[src/hdl/usbeps_pkg.sv]
// usbeps_pkg: shared constants and carriers of the endpoint config/status block
// assumes a 12-bit APB byte address and seven endpoints
package usbeps_pkg;

  localparam int unsigned NUM_EP = 7;

  // register byte offsets
  localparam logic [11:0] ENABLE_OFS   = 12'h01C;
  localparam logic [11:0] FRAME_OFS    = 12'h020;
  localparam logic [11:0] CFG_BASE     = 12'h100;
  localparam logic [11:0] STA_BASE     = 12'h130;
  localparam logic [11:0] STA_CLR_BASE = 12'h160;
  localparam logic [11:0] EP_STRIDE    = 12'h004;

  // reset values
  localparam logic [31:0] ENABLE_RST = 32'h00000000;
  localparam logic [31:0] FRAME_RST  = 32'h00000000;

  // field positions
  localparam int FRAME_NUMBER_FIELD_LSB    = 3;
  localparam int FRAME_NUMBER_CRC_ERROR_BIT  = 15;
  localparam int KIND_LSB    = 11;
  localparam int DIR_BIT     = 8;
  localparam int SIZE_LSB    = 4;
  localparam int BANKS_BIT   = 2;
  localparam int CONTROL_DIRECTION_BIT = 17;
  localparam int CURRENT_BANK_LSB  = 14;
  localparam int BUSY_LSB    = 12;
  localparam int RAMERR_BIT  = 11;

  localparam logic [10:0] MIN_BANK_BYTES = 11'h008;

  typedef enum logic [1:0] {
    KIND_CONTROL = 2'h0,
    KIND_ISO     = 2'h1,
    KIND_BULK    = 2'h2,
    KIND_INTR    = 2'h3
  } usbeps_kind_e;

  typedef struct packed {
    usbeps_kind_e endpoint_kind;
    logic         endpoint_direction;
    logic [2:0]   bank_size;
    logic         bank_count;
  } usbeps_cfg_s;

  typedef struct packed {
    logic        valid;
    logic        crc_err;
    logic [10:0] frame;
  } usbeps_sof_s;

  typedef struct packed {
    logic       valid;
    logic [2:0] ep;
    logic       dir_in;
  } usbeps_setup_s;

endpackage : usbeps_pkg
[src/hdl/usbeps_core.sv]
// usbeps_core: endpoint enable, frame number capture, endpoint config
// and endpoint status with an APB register slave
// assumes link-side event pulses synchronous to pclk, one cycle each
//
// Function
// disable: ignore traffic, clear status, keep config
// enable bit set enables, reads back state
// last SOF frame number held in 13:3
// frame number updates even on corrupted SOF
// crc error flag bit 15, with SOF
// bus reset clears frame number and flag
// kind field 12:11, cleared by bus reset
// direction bit 8, OUT/IN, reset clears
// size code gives 8 to 1024 bytes
// bus reset clears size/banks except endpoint 0
// bank bit 2 selects one or two banks
// software gives control endpoints one bank
// control direction bit 17 set by SETUP
// current bank reads 00 or 01
// current bank follows allowed flag one cycle
// busy bank count in 13:12
// IN busy count, interrupt when all free
// OUT busy count, interrupt when all busy
// RAM underflow flag bit 11, write-one clear
// status clear register: ones clear, reads zero
// reserved bank encodings never produced
`timescale 1ns/1ps
`default_nettype none
module usbeps_core
  import usbeps_pkg::*;
(
  input  wire logic                                pclk,
  input  wire logic                                presetn,
  input  wire logic                                psel,
  input  wire logic                                penable,
  input  wire logic                                pwrite,
  input  wire logic [11:0]                         paddr,
  input  wire logic [31:0]                         pwdata,
  output logic                                     pready,
  output logic [31:0]                              prdata,
  output logic                                     pslverr,
  input  wire usbeps_pkg::usbeps_sof_s             sof,
  input  wire logic                                bus_reset,
  input  wire usbeps_pkg::usbeps_setup_s           setup,
  input  wire logic [usbeps_pkg::NUM_EP-1:0]       bank_fill,
  input  wire logic [usbeps_pkg::NUM_EP-1:0]       bank_free,
  input  wire logic [usbeps_pkg::NUM_EP-1:0]       ram_underflow,
  input  wire logic [usbeps_pkg::NUM_EP-1:0]       busy_bank_interrupt_enable,
  output logic [usbeps_pkg::NUM_EP-1:0]            endpoint_enable_bit,
  output usbeps_pkg::usbeps_cfg_s [usbeps_pkg::NUM_EP-1:0] ep_cfg,
  output logic [usbeps_pkg::NUM_EP-1:0][10:0]      bank_bytes,
  output logic [usbeps_pkg::NUM_EP-1:0]            read_write_allowed,
  output logic [usbeps_pkg::NUM_EP-1:0]            endpoint_interrupt
);
  import usbeps_pkg::*;

  logic              wr_en;
  logic              setup_ph;
  logic [31:0]       next_rdata;
  logic              addr_err;
  logic [10:0]       frame_number_field;
  logic              frame_number_crc_error;
  logic [NUM_EP-1:0] en;
  usbeps_cfg_s       cfg       [NUM_EP];
  logic [1:0]        busy      [NUM_EP];
  logic [1:0]        cur_bank  [NUM_EP];
  logic              user_evt_q[NUM_EP];
  logic              ram_err   [NUM_EP];
  logic              ctrl_dir  [NUM_EP];
  logic [31:0]       cfg_word  [NUM_EP];
  logic [31:0]       sta_word  [NUM_EP];

  // zero-wait slave; read data captured in the setup phase
  assign pready   = 1'b1;
  assign setup_ph = psel & ~penable;
  assign wr_en    = psel & penable & pwrite;
  assign pslverr  = psel & penable & addr_err;

  // read mux and address check
  always_comb
  begin
    next_rdata = 32'h00000000;
    addr_err   = 1'b1;
    if (paddr == ENABLE_OFS)
    begin
      next_rdata[NUM_EP-1:0] = en;
      addr_err = 1'b0;
    end
    if (paddr == FRAME_OFS)
    begin
      next_rdata[FRAME_NUMBER_FIELD_LSB+:11]  = frame_number_field;
      next_rdata[FRAME_NUMBER_CRC_ERROR_BIT]    = frame_number_crc_error;
      addr_err = 1'b0;
    end
    for (int i = 0; i < NUM_EP; i++)
    begin
      if (paddr == CFG_BASE + 12'(i * 4))
      begin
        next_rdata = cfg_word[i];
        addr_err   = 1'b0;
      end
      if (paddr == STA_BASE + 12'(i * 4))
      begin
        next_rdata = sta_word[i];
        addr_err   = 1'b0;
      end
      if (paddr == STA_CLR_BASE + 12'(i * 4))
        addr_err = 1'b0;
    end
  end

  always_ff @(posedge pclk or negedge presetn)
  begin
    if (!presetn)
      prdata <= 32'h00000000;
    else if (setup_ph)
      prdata <= pwrite ? 32'h00000000 : next_rdata;
  end

  // endpoint enable register
  always_ff @(posedge pclk or negedge presetn)
  begin
    if (!presetn)
      en <= ENABLE_RST[NUM_EP-1:0];
    else if (wr_en && paddr == ENABLE_OFS)
      en <= pwdata[NUM_EP-1:0];
  end
  assign endpoint_enable_bit = en;

  // frame number capture; bus reset wins over a SOF
  always_ff @(posedge pclk or negedge presetn)
  begin
    if (!presetn)
    begin
      frame_number_field     <= FRAME_RST[FRAME_NUMBER_FIELD_LSB+:11];
      frame_number_crc_error <= FRAME_RST[FRAME_NUMBER_CRC_ERROR_BIT];
    end
    else if (bus_reset)
    begin
      frame_number_field     <= 11'h000;
      frame_number_crc_error <= 1'b0;
    end
    else if (sof.valid)
    begin
      frame_number_field     <= sof.frame;
      frame_number_crc_error <= sof.crc_err;
    end
  end

  for (genvar n = 0; n < NUM_EP; n++)
  begin : g_ep
    localparam logic [11:0] CFG_A = CFG_BASE + 12'(n * 4);
    localparam logic [11:0] CLR_A = STA_CLR_BASE + 12'(n * 4);
    logic       act;
    logic       fill;
    logic       free;
    logic       user_evt;
    logic       is_ctrl;
    logic [1:0] nbanks;
    logic [1:0] next_busy;

    assign act      = en[n] & ~bus_reset;
    assign fill     = bank_fill[n] & act;
    assign free     = bank_free[n] & act;
    assign is_ctrl  = cfg[n].endpoint_kind == KIND_CONTROL;
    assign nbanks   = cfg[n].bank_count ? 2'h2 : 2'h1;
    // user side owns the bank: IN fills it, OUT frees it
    assign user_evt = cfg[n].endpoint_direction ? fill : free;

    // configuration: kept on disable, partly cleared by bus reset
    always_ff @(posedge pclk or negedge presetn)
    begin
      if (!presetn)
        cfg[n] <= '0;
      else if (bus_reset)
      begin
        cfg[n].endpoint_kind      <= KIND_CONTROL;
        cfg[n].endpoint_direction <= 1'b0;
        if (n != 0)
        begin
          cfg[n].bank_size  <= 3'h0;
          cfg[n].bank_count <= 1'b0;
        end
      end
      else if (wr_en && paddr == CFG_A)
      begin
        cfg[n].endpoint_kind      <= usbeps_kind_e'(pwdata[KIND_LSB+:2]);
        cfg[n].endpoint_direction <= pwdata[DIR_BIT];
        cfg[n].bank_size          <= pwdata[SIZE_LSB+:3];
        cfg[n].bank_count         <= pwdata[BANKS_BIT];
      end
    end

    always_comb
    begin
      next_busy = busy[n];
      if (fill && !free && busy[n] < nbanks)
        next_busy = busy[n] + 2'h1;
      else if (free && !fill && busy[n] != 2'h0)
        next_busy = busy[n] - 2'h1;
    end

    // busy banks and the allowed flag move together
    always_ff @(posedge pclk or negedge presetn)
    begin
      if (!presetn)
      begin
        busy[n]               <= 2'h0;
        read_write_allowed[n] <= 1'b0;
        user_evt_q[n]         <= 1'b0;
      end
      else if (!en[n] || bus_reset)
      begin
        busy[n]               <= 2'h0;
        read_write_allowed[n] <= 1'b0;
        user_evt_q[n]         <= 1'b0;
      end
      else
      begin
        busy[n] <= next_busy;
        read_write_allowed[n] <= cfg[n].endpoint_direction ?
                                 (next_busy < nbanks) : (next_busy != 2'h0);
        // only an accepted fill or free moves the current bank
        user_evt_q[n] <= user_evt & (next_busy != busy[n]) &
                         cfg[n].bank_count & ~is_ctrl;
      end
    end

    // current bank trails the allowed flag by one cycle
    always_ff @(posedge pclk or negedge presetn)
    begin
      if (!presetn)
        cur_bank[n] <= 2'h0;
      else if (!en[n] || bus_reset || is_ctrl || !cfg[n].bank_count)
        cur_bank[n] <= 2'h0;
      else if (user_evt_q[n])
        cur_bank[n] <= {1'b0, ~cur_bank[n][0]};
    end

    // underflow flag: the set wins over a same-cycle clear
    always_ff @(posedge pclk or negedge presetn)
    begin
      if (!presetn)
        ram_err[n] <= 1'b0;
      else if (!en[n])
        ram_err[n] <= 1'b0;
      else if (ram_underflow[n] && cfg[n].endpoint_direction && act)
        ram_err[n] <= 1'b1;
      else if (wr_en && paddr == CLR_A && pwdata[RAMERR_BIT])
        ram_err[n] <= 1'b0;
    end

    // control direction taken from SETUP only, never from software
    always_ff @(posedge pclk or negedge presetn)
    begin
      if (!presetn)
        ctrl_dir[n] <= 1'b0;
      else if (!en[n])
        ctrl_dir[n] <= 1'b0;
      else if (setup.valid && setup.ep == 3'(n) && act && is_ctrl)
        ctrl_dir[n] <= setup.dir_in;
    end

    // endpoint interrupt on all-free (IN) or all-busy (OUT)
    always_ff @(posedge pclk or negedge presetn)
    begin
      if (!presetn)
        endpoint_interrupt[n] <= 1'b0;
      else
        endpoint_interrupt[n] <= en[n] & busy_bank_interrupt_enable[n] &
          (cfg[n].endpoint_direction ? (busy[n] == 2'h0)
                                     : (busy[n] == nbanks));
    end

    always_comb
    begin
      cfg_word[n]                    = 32'h00000000;
      cfg_word[n][KIND_LSB+:2]       = cfg[n].endpoint_kind;
      cfg_word[n][DIR_BIT]           = cfg[n].endpoint_direction;
      cfg_word[n][SIZE_LSB+:3]       = cfg[n].bank_size;
      cfg_word[n][BANKS_BIT]         = cfg[n].bank_count;
      sta_word[n]                    = 32'h00000000;
      sta_word[n][CONTROL_DIRECTION_BIT]       = ctrl_dir[n];
      sta_word[n][CURRENT_BANK_LSB+:2]     = cur_bank[n];
      sta_word[n][BUSY_LSB+:2]       = busy[n];
      sta_word[n][RAMERR_BIT]        = ram_err[n];
    end

    assign ep_cfg[n]     = cfg[n];
    assign bank_bytes[n] = MIN_BANK_BYTES << cfg[n].bank_size;

    busy_range_a: assert property (@(posedge pclk) disable iff (!presetn)
      busy[n] != 2'h3 && busy[n] <= nbanks)
      else $error("busy bank count out of range");
    curbank_code_a: assert property (@(posedge pclk) disable iff (!presetn)
      !cur_bank[n][1] && (!is_ctrl || !$past(is_ctrl)
      || cur_bank[n] == 2'h0))
      else $error("current bank reserved or set on control");
    disable_clear_a: assert property (@(posedge pclk) disable iff (!presetn)
      !en[n] |=> busy[n] == 2'h0 && !ram_err[n] && !ctrl_dir[n])
      else $error("disabled endpoint kept status");
    underflow_set_a: assert property (@(posedge pclk) disable iff (!presetn)
      ram_underflow[n] && act && cfg[n].endpoint_direction |=> ram_err[n])

      else $error("underflow did not set flag");
    in_int_a: assert property (@(posedge pclk) disable iff (!presetn)
      en[n] && busy_bank_interrupt_enable[n] && cfg[n].endpoint_direction
      && busy[n] == 2'h0 |=> endpoint_interrupt[n])
      else $error("IN all-free interrupt missing");
  end

  frame_capture_a: assert property (@(posedge pclk) disable iff (!presetn)
    sof.valid && !bus_reset |=> frame_number_field == $past(sof.frame)
    && frame_number_crc_error == $past(sof.crc_err))
    else $error("frame number not captured");
  bus_reset_a: assert property (@(posedge pclk) disable iff (!presetn)
    bus_reset |=> frame_number_field == 11'h000 && !frame_number_crc_error
    && cfg[1].endpoint_kind == KIND_CONTROL && cfg[1].bank_size == 3'h0)

    else $error("bus reset did not clear state");
  ep0_keep_a: assert property (@(posedge pclk) disable iff (!presetn)
    bus_reset |=> cfg[0].bank_size == $past(cfg[0].bank_size)
    && cfg[0].bank_count == $past(cfg[0].bank_count))
    else $error("endpoint 0 size lost on bus reset");
  ctrl_dir_a: assert property (@(posedge pclk) disable iff (!presetn)
    setup.valid && setup.ep == 3'h0 && en[0] && !bus_reset
    && cfg[0].endpoint_kind == KIND_CONTROL
    |=> sta_word[0][CONTROL_DIRECTION_BIT] == $past(setup.dir_in))
    else $error("control direction not taken");
  clr_reads_zero_a: assert property (@(posedge pclk) disable iff (!presetn)
    psel && penable && !pwrite && paddr == STA_CLR_BASE |-> prdata == 32'h0)

    else $error("clear register read nonzero");
  enable_read_a: assert property (@(posedge pclk) disable iff (!presetn)
    psel && penable && !pwrite && paddr == ENABLE_OFS
    |-> prdata[NUM_EP-1:0] == en)
    else $error("enable readback wrong");

  sof_c: cover property (@(posedge pclk) disable iff (!presetn)
    sof.valid && sof.crc_err);
  two_busy_c: cover property (@(posedge pclk) disable iff (!presetn)
    busy[1] == 2'h2);
  bank_swap_c: cover property (@(posedge pclk) disable iff (!presetn)
    cur_bank[1] == 2'h1);
  setup_in_c: cover property (@(posedge pclk) disable iff (!presetn)
    ctrl_dir[0]);

endmodule : usbeps_core
`default_nettype wire

[config.mk]
export PLATFORM = sky130hd
export DESIGN_NAME = usbeps_core
export DESIGN_NICKNAME = d
export VERILOG_FILES = /design/src/hdl/usbeps_pkg.sv /design/src/hdl/usbeps_core.sv
export SDC_FILE = /design/constraint.sdc
export NUM_CORES = 1
export LEC_CHECK = 0
export BUFFER_PORTS_ARGS = -buffer_cell sky130_fd_sc_hd__buf_4
export CORE_MARGIN = 2
export CORE_UTILIZATION = 45
export DETAILED_ROUTE_END_ITERATION = 12
export PLACE_DENSITY = 0.67
export SETUP_SLACK_MARGIN = 0.15
export SYNTH_ARGS = -nofsm -noshare
export SYNTH_HDL_FRONTEND = slang
export SYNTH_SLANG_ARGS = --single-unit
[constraint.sdc]
create_clock -name pclk -period 4.42 [get_ports pclk]
set_input_delay 0.442 -clock pclk [delete_from_list [all_inputs] [get_ports pclk]]
set_output_delay 0.442 -clock pclk [all_outputs]
set_load 0.01 [all_outputs]
==> flow_summary.toml <==
[worst_setup_path]
critPathMaxFanout = 38
timing.critical_path.cells = "buf_4 -> nor4b_2 -> nand2_1 -> nor2_2 -> nor3_1 -> nand3_1 -> nor2_1 -> buf_4"
startpoint_type = "input pin"
cp.arrival_ns = 2.55
crit_path_most_repeated_cell = "sky130_fd_sc_hd__buf_4"
timing.critical_path.slowest_cell_delay_ns = 0.76
critPathKind = "input pin to output port"
cp_top_family = "simple AND/OR/NAND/NOR gates"
slowest_stage = "sky130_fd_sc_hd__nor4b_2"
worst_setup_path_end_kind = "output port"
required_ns = 3.98
cp_num_buf_inv = 2

[timing]
unrepaired_setup_endpoints_after_global_routing = "no"
post-route-period-util_pct = 67.6
timing.hold.ws_ns = 0.0956
slew_headroom_pct = 40.3
final-max-slew-violation-count = 0
final_hold_viol_count = 0
layout_min_cycle_time_ns = 2.99
worst_slew_pin_slew_ns = 0.896
skew_ns = 0.00680
max_freq_ghz = 0.335
timing.setup.tns_ns = 0
final_setup_violation_count = 0
smallest_setup_slack_after_layout_ns = 1.43

[synth]
dominant_cell_type_by_area_after_synthesis = "sky130_fd_sc_hd__dfrtp_1"
synthCells = 1053
synth_top_family_by_area = "simple AND/OR/NAND/NOR gates"
synthArstFlopShare_pct = 100
yosys.area.top_type_share_pct = 37.6
synth-seq-area-share_pct = 37.6
synth_most_common_cell = "sky130_fd_sc_hd__dfrtp_1"
complex_gate_fraction_of_the_synthesized_area_pct = 15.3
yosys_register_bits = 141
mappedNetlistArea_mm2 = 0.00938
avgSynthCellArea_um2 = 8.90
muxShareOfSynthArea_pct = 6.89
yosysUniqueCellTypes = 78
synth.cells.most_frequent = "sky130_fd_sc_hd__dfrtp_1 (141), sky130_fd_sc_hd__nand2_1 (100), sky130_fd_sc_hd__nor2_1 (89)"
dominantRegCellSynth = "sky130_fd_sc_hd__dfrtp_1"
synth_fa_ha_area_share_pct = 3.74
synth_edf_count = 0
ys_top_cells_by_area = "sky130_fd_sc_hd__dfrtp_1 (38%), sky130_fd_sc_hd__mux2i_1 (5.4%), sky130_fd_sc_hd__nand2_1 (4.0%)"
post_synth_xor_area_fraction_pct = 1.49
synth_simple_gate_area_share_pct = 27.6
count_of_yosys_warnings_during_synthesis = 0

[layout]
area.sequential_mm2 = 0.00353
final-instance-count-excl-fill = 1511
syn2layout_area_growth_pct = 23.8
multi_input_comb_area_mm2 = 0.00530
design_area_mm2 = 0.0116
fin_nets = 1352
post_route_cells_drive_above_1_share_pct = 24.8
layout.filler_cells = 1871
insertedDiodeCount = 0

[placed_design]
dpl-instance-area_mm2 = 0.0110
routability_cong = 0.985
port_buffers = 217
placed_cells = 1479
post-dp-hpwl_um = 23500
pre_cts_slack_ns = 1.51

[pwr]
power_density_mw_per_mm2 = 265
power.sequential.fraction_pct = 42.4
vdd_ir_drop_max_mv = 0.213
power.share.combinational_pct = 8.2
p_clk_share_pct = 49.4
p_sw_w = 0.000774
total_leakage_power_nw = 5.41
swShare_pct = 25.2
p_int_w = 0.00230

[global_route]
pin_count_of_the_biggest_net_entering_global_routing = 95
grt_antenna_before_repair = 0
vias_in_the_first_global_route = 8511
globalRoute.totalOverflow = 0
grt_pass1_wl_um = 49300
groute.usage.overall_pct = 29.2

[floorplan]
die_h_um = 148
pin_count = 277
core_mm2 = 0.0204
initial_utilization_pct = 46.0
die_w_um = 148
die_area_mm2 = 0.0220
placement_rows = 52

[clock_network]
cts-htree-levels = 4
cts_max_path_buffers = 2
cts_made_buffers = 17
post_cts.repair.setup_buffers = 0
clk_transition_reported_paths_ns = 0.06
cts_resized = 0
root_buffer = "sky130_fd_sc_hd__clkbuf_16"
tritoncts_clock_tree = "built"
worst_skew_pair.late_latency_ns = 0.43
ctsHoldBuffers = 0
tritoncts_num_sinks = 141

[route]
ant_nets = 0
firstDrtPassIters = 5
detail_route.iter0.violations = 686
route.final.wire_length_um = 32100
drt-vias-per-instance = 5.89
vias = 8898
wire_per_inst_um = 21.3
detail_route.drc_violations = 0

[worst_hold_path]
timing.hold.worst.class = "input pin to asynchronous set/reset pin"

[run_status]
run_status = "complete, no violations"

[run]
cap_violations = 0
-- through the flow --
step / util, % / power (W)
final: 57.0 / 0.00307
after global routing: 57.0 / 0.00316
after CTS: 57.0 / 0.00308
after detailed placement: 54.0 / 0.00157
after global placement: 54.0 / 0.00157
after floorplan: - / 0.00147
-- worst paths after layout --
kind / start / end / slack [ns] / cells past startpoint
hold / removal: presetn / endpoint_interrupt[1] / 0.1 / 1
min in group pclk: pwdata[0] / endpoint_enable_bit[0] / 0.24 / 2
setup reg to reg: ep_cfg[35] / read_write_allowed[5] / 1.88 / 8
max in group asynchronous: presetn / endpoint_interrupt[6] / 3.41 / 2
setup / recovery: paddr[2] / pslverr / 1.43 / 8
hold reg to reg: prdata[0] / prdata[0] / 0.48 / 2
-- placed cells by master, fill, tap and decap left out, drive strengths merged, types with 10 or more instances in the layout --
| cell type | instances |
|---|---|
| dfrtp | 141 |
| buf | 231 |
| a22o | 11 |
| and3b | 14 |
| and3 | 24 |
| nor3 | 33 |
| ha | 28 |
| a21oi | 53 |
| nor3b | 36 |
| nor2 | 95 |
| nor4 | 10 |
| nand2b | 18 |
| clkbuf | 19 |
| mux2 | 10 |
| inv | 30 |
| xnor2 | 16 |
| nand3 | 59 |
| conb | 37 |
| nand2 | 100 |
| o21ai | 52 |
| and2 | 12 |
| nor4b | 10 |
| o211ai | 12 |
| mux2i | 51 |
| nor2b | 19 |
| a22oi | 10 |
-- cells by family (layout without fill, tap and decap cells) --
group	Yosys count	count (layout)
compound gates	211	211
xor+xnor	16	16
fa+ha+maj	28	28
buf+inv	133	286
flops	141	141
mux	62	62
other cells	2	37
simple gates	460	460
-- sequential cells by signal, indices dropped and copies added, names as in the netlist --
signal	count
ep_cfg	49
prdata	17
busy	14
frame_number_field	11
ctrl_dir	7
cur_bank	7
endpoint_enable_bit	7
endpoint_interrupt	7
ram_err	7
read_write_allowed	7
user_evt_q	7
frame_number_crc_error	1
-- worst register-to-register path: stages (launching register included) --
cell	delay, ns
sky130_fd_sc_hd__dfrtp_1	0.41
sky130_fd_sc_hd__inv_1	0.25
sky130_fd_sc_hd__ha_1	0.33
sky130_fd_sc_hd__a2111oi_4	0.48
sky130_fd_sc_hd__a211oi_1	0.09
sky130_fd_sc_hd__a211o_1	0.33
sky130_fd_sc_hd__ha_1	0.28
sky130_fd_sc_hd__a21o_1	0.15
sky130_fd_sc_hd__a21oi_1	0.14
-- area by class of cell --
cell class	count	share of cell area, %
well taps	270	2.91
flip-flops and latches	141	30.4
repair buffers	231	15.0
clock inverters	13	1.52
inverters	23	0.744
clock buffers	19	3.82
multi-input cells	814	45.6
-- power by group through the flow --
stage,clock [W],combinational [W],sequential [W]
detailed placement,0,0.000248,0.00133
global placement,0,0.000247,0.00133
CTS,0.00153,0.000248,0.00130
finish,0.00152,0.000252,0.00130
global route,0.00159,0.000272,0.00130
floorplan,0,0.000144,0.00132
-- routing by layer --
| layer | vias to the layer above | wire, um | global-route usage [%] |
|---|---|---|---|
| met5 | - | 0 | 0 |
| met1 | 4301 | 13500 | 40.4 |
| met3 | 54 | 2700 | 5.25 |
| met2 | 450 | 15300 | 47.2 |
| met4 | 0 | 686 | 8.14 |
| li1 | 4093 | - | - |
Note: power is estimated with default switching activity, not from simulation.
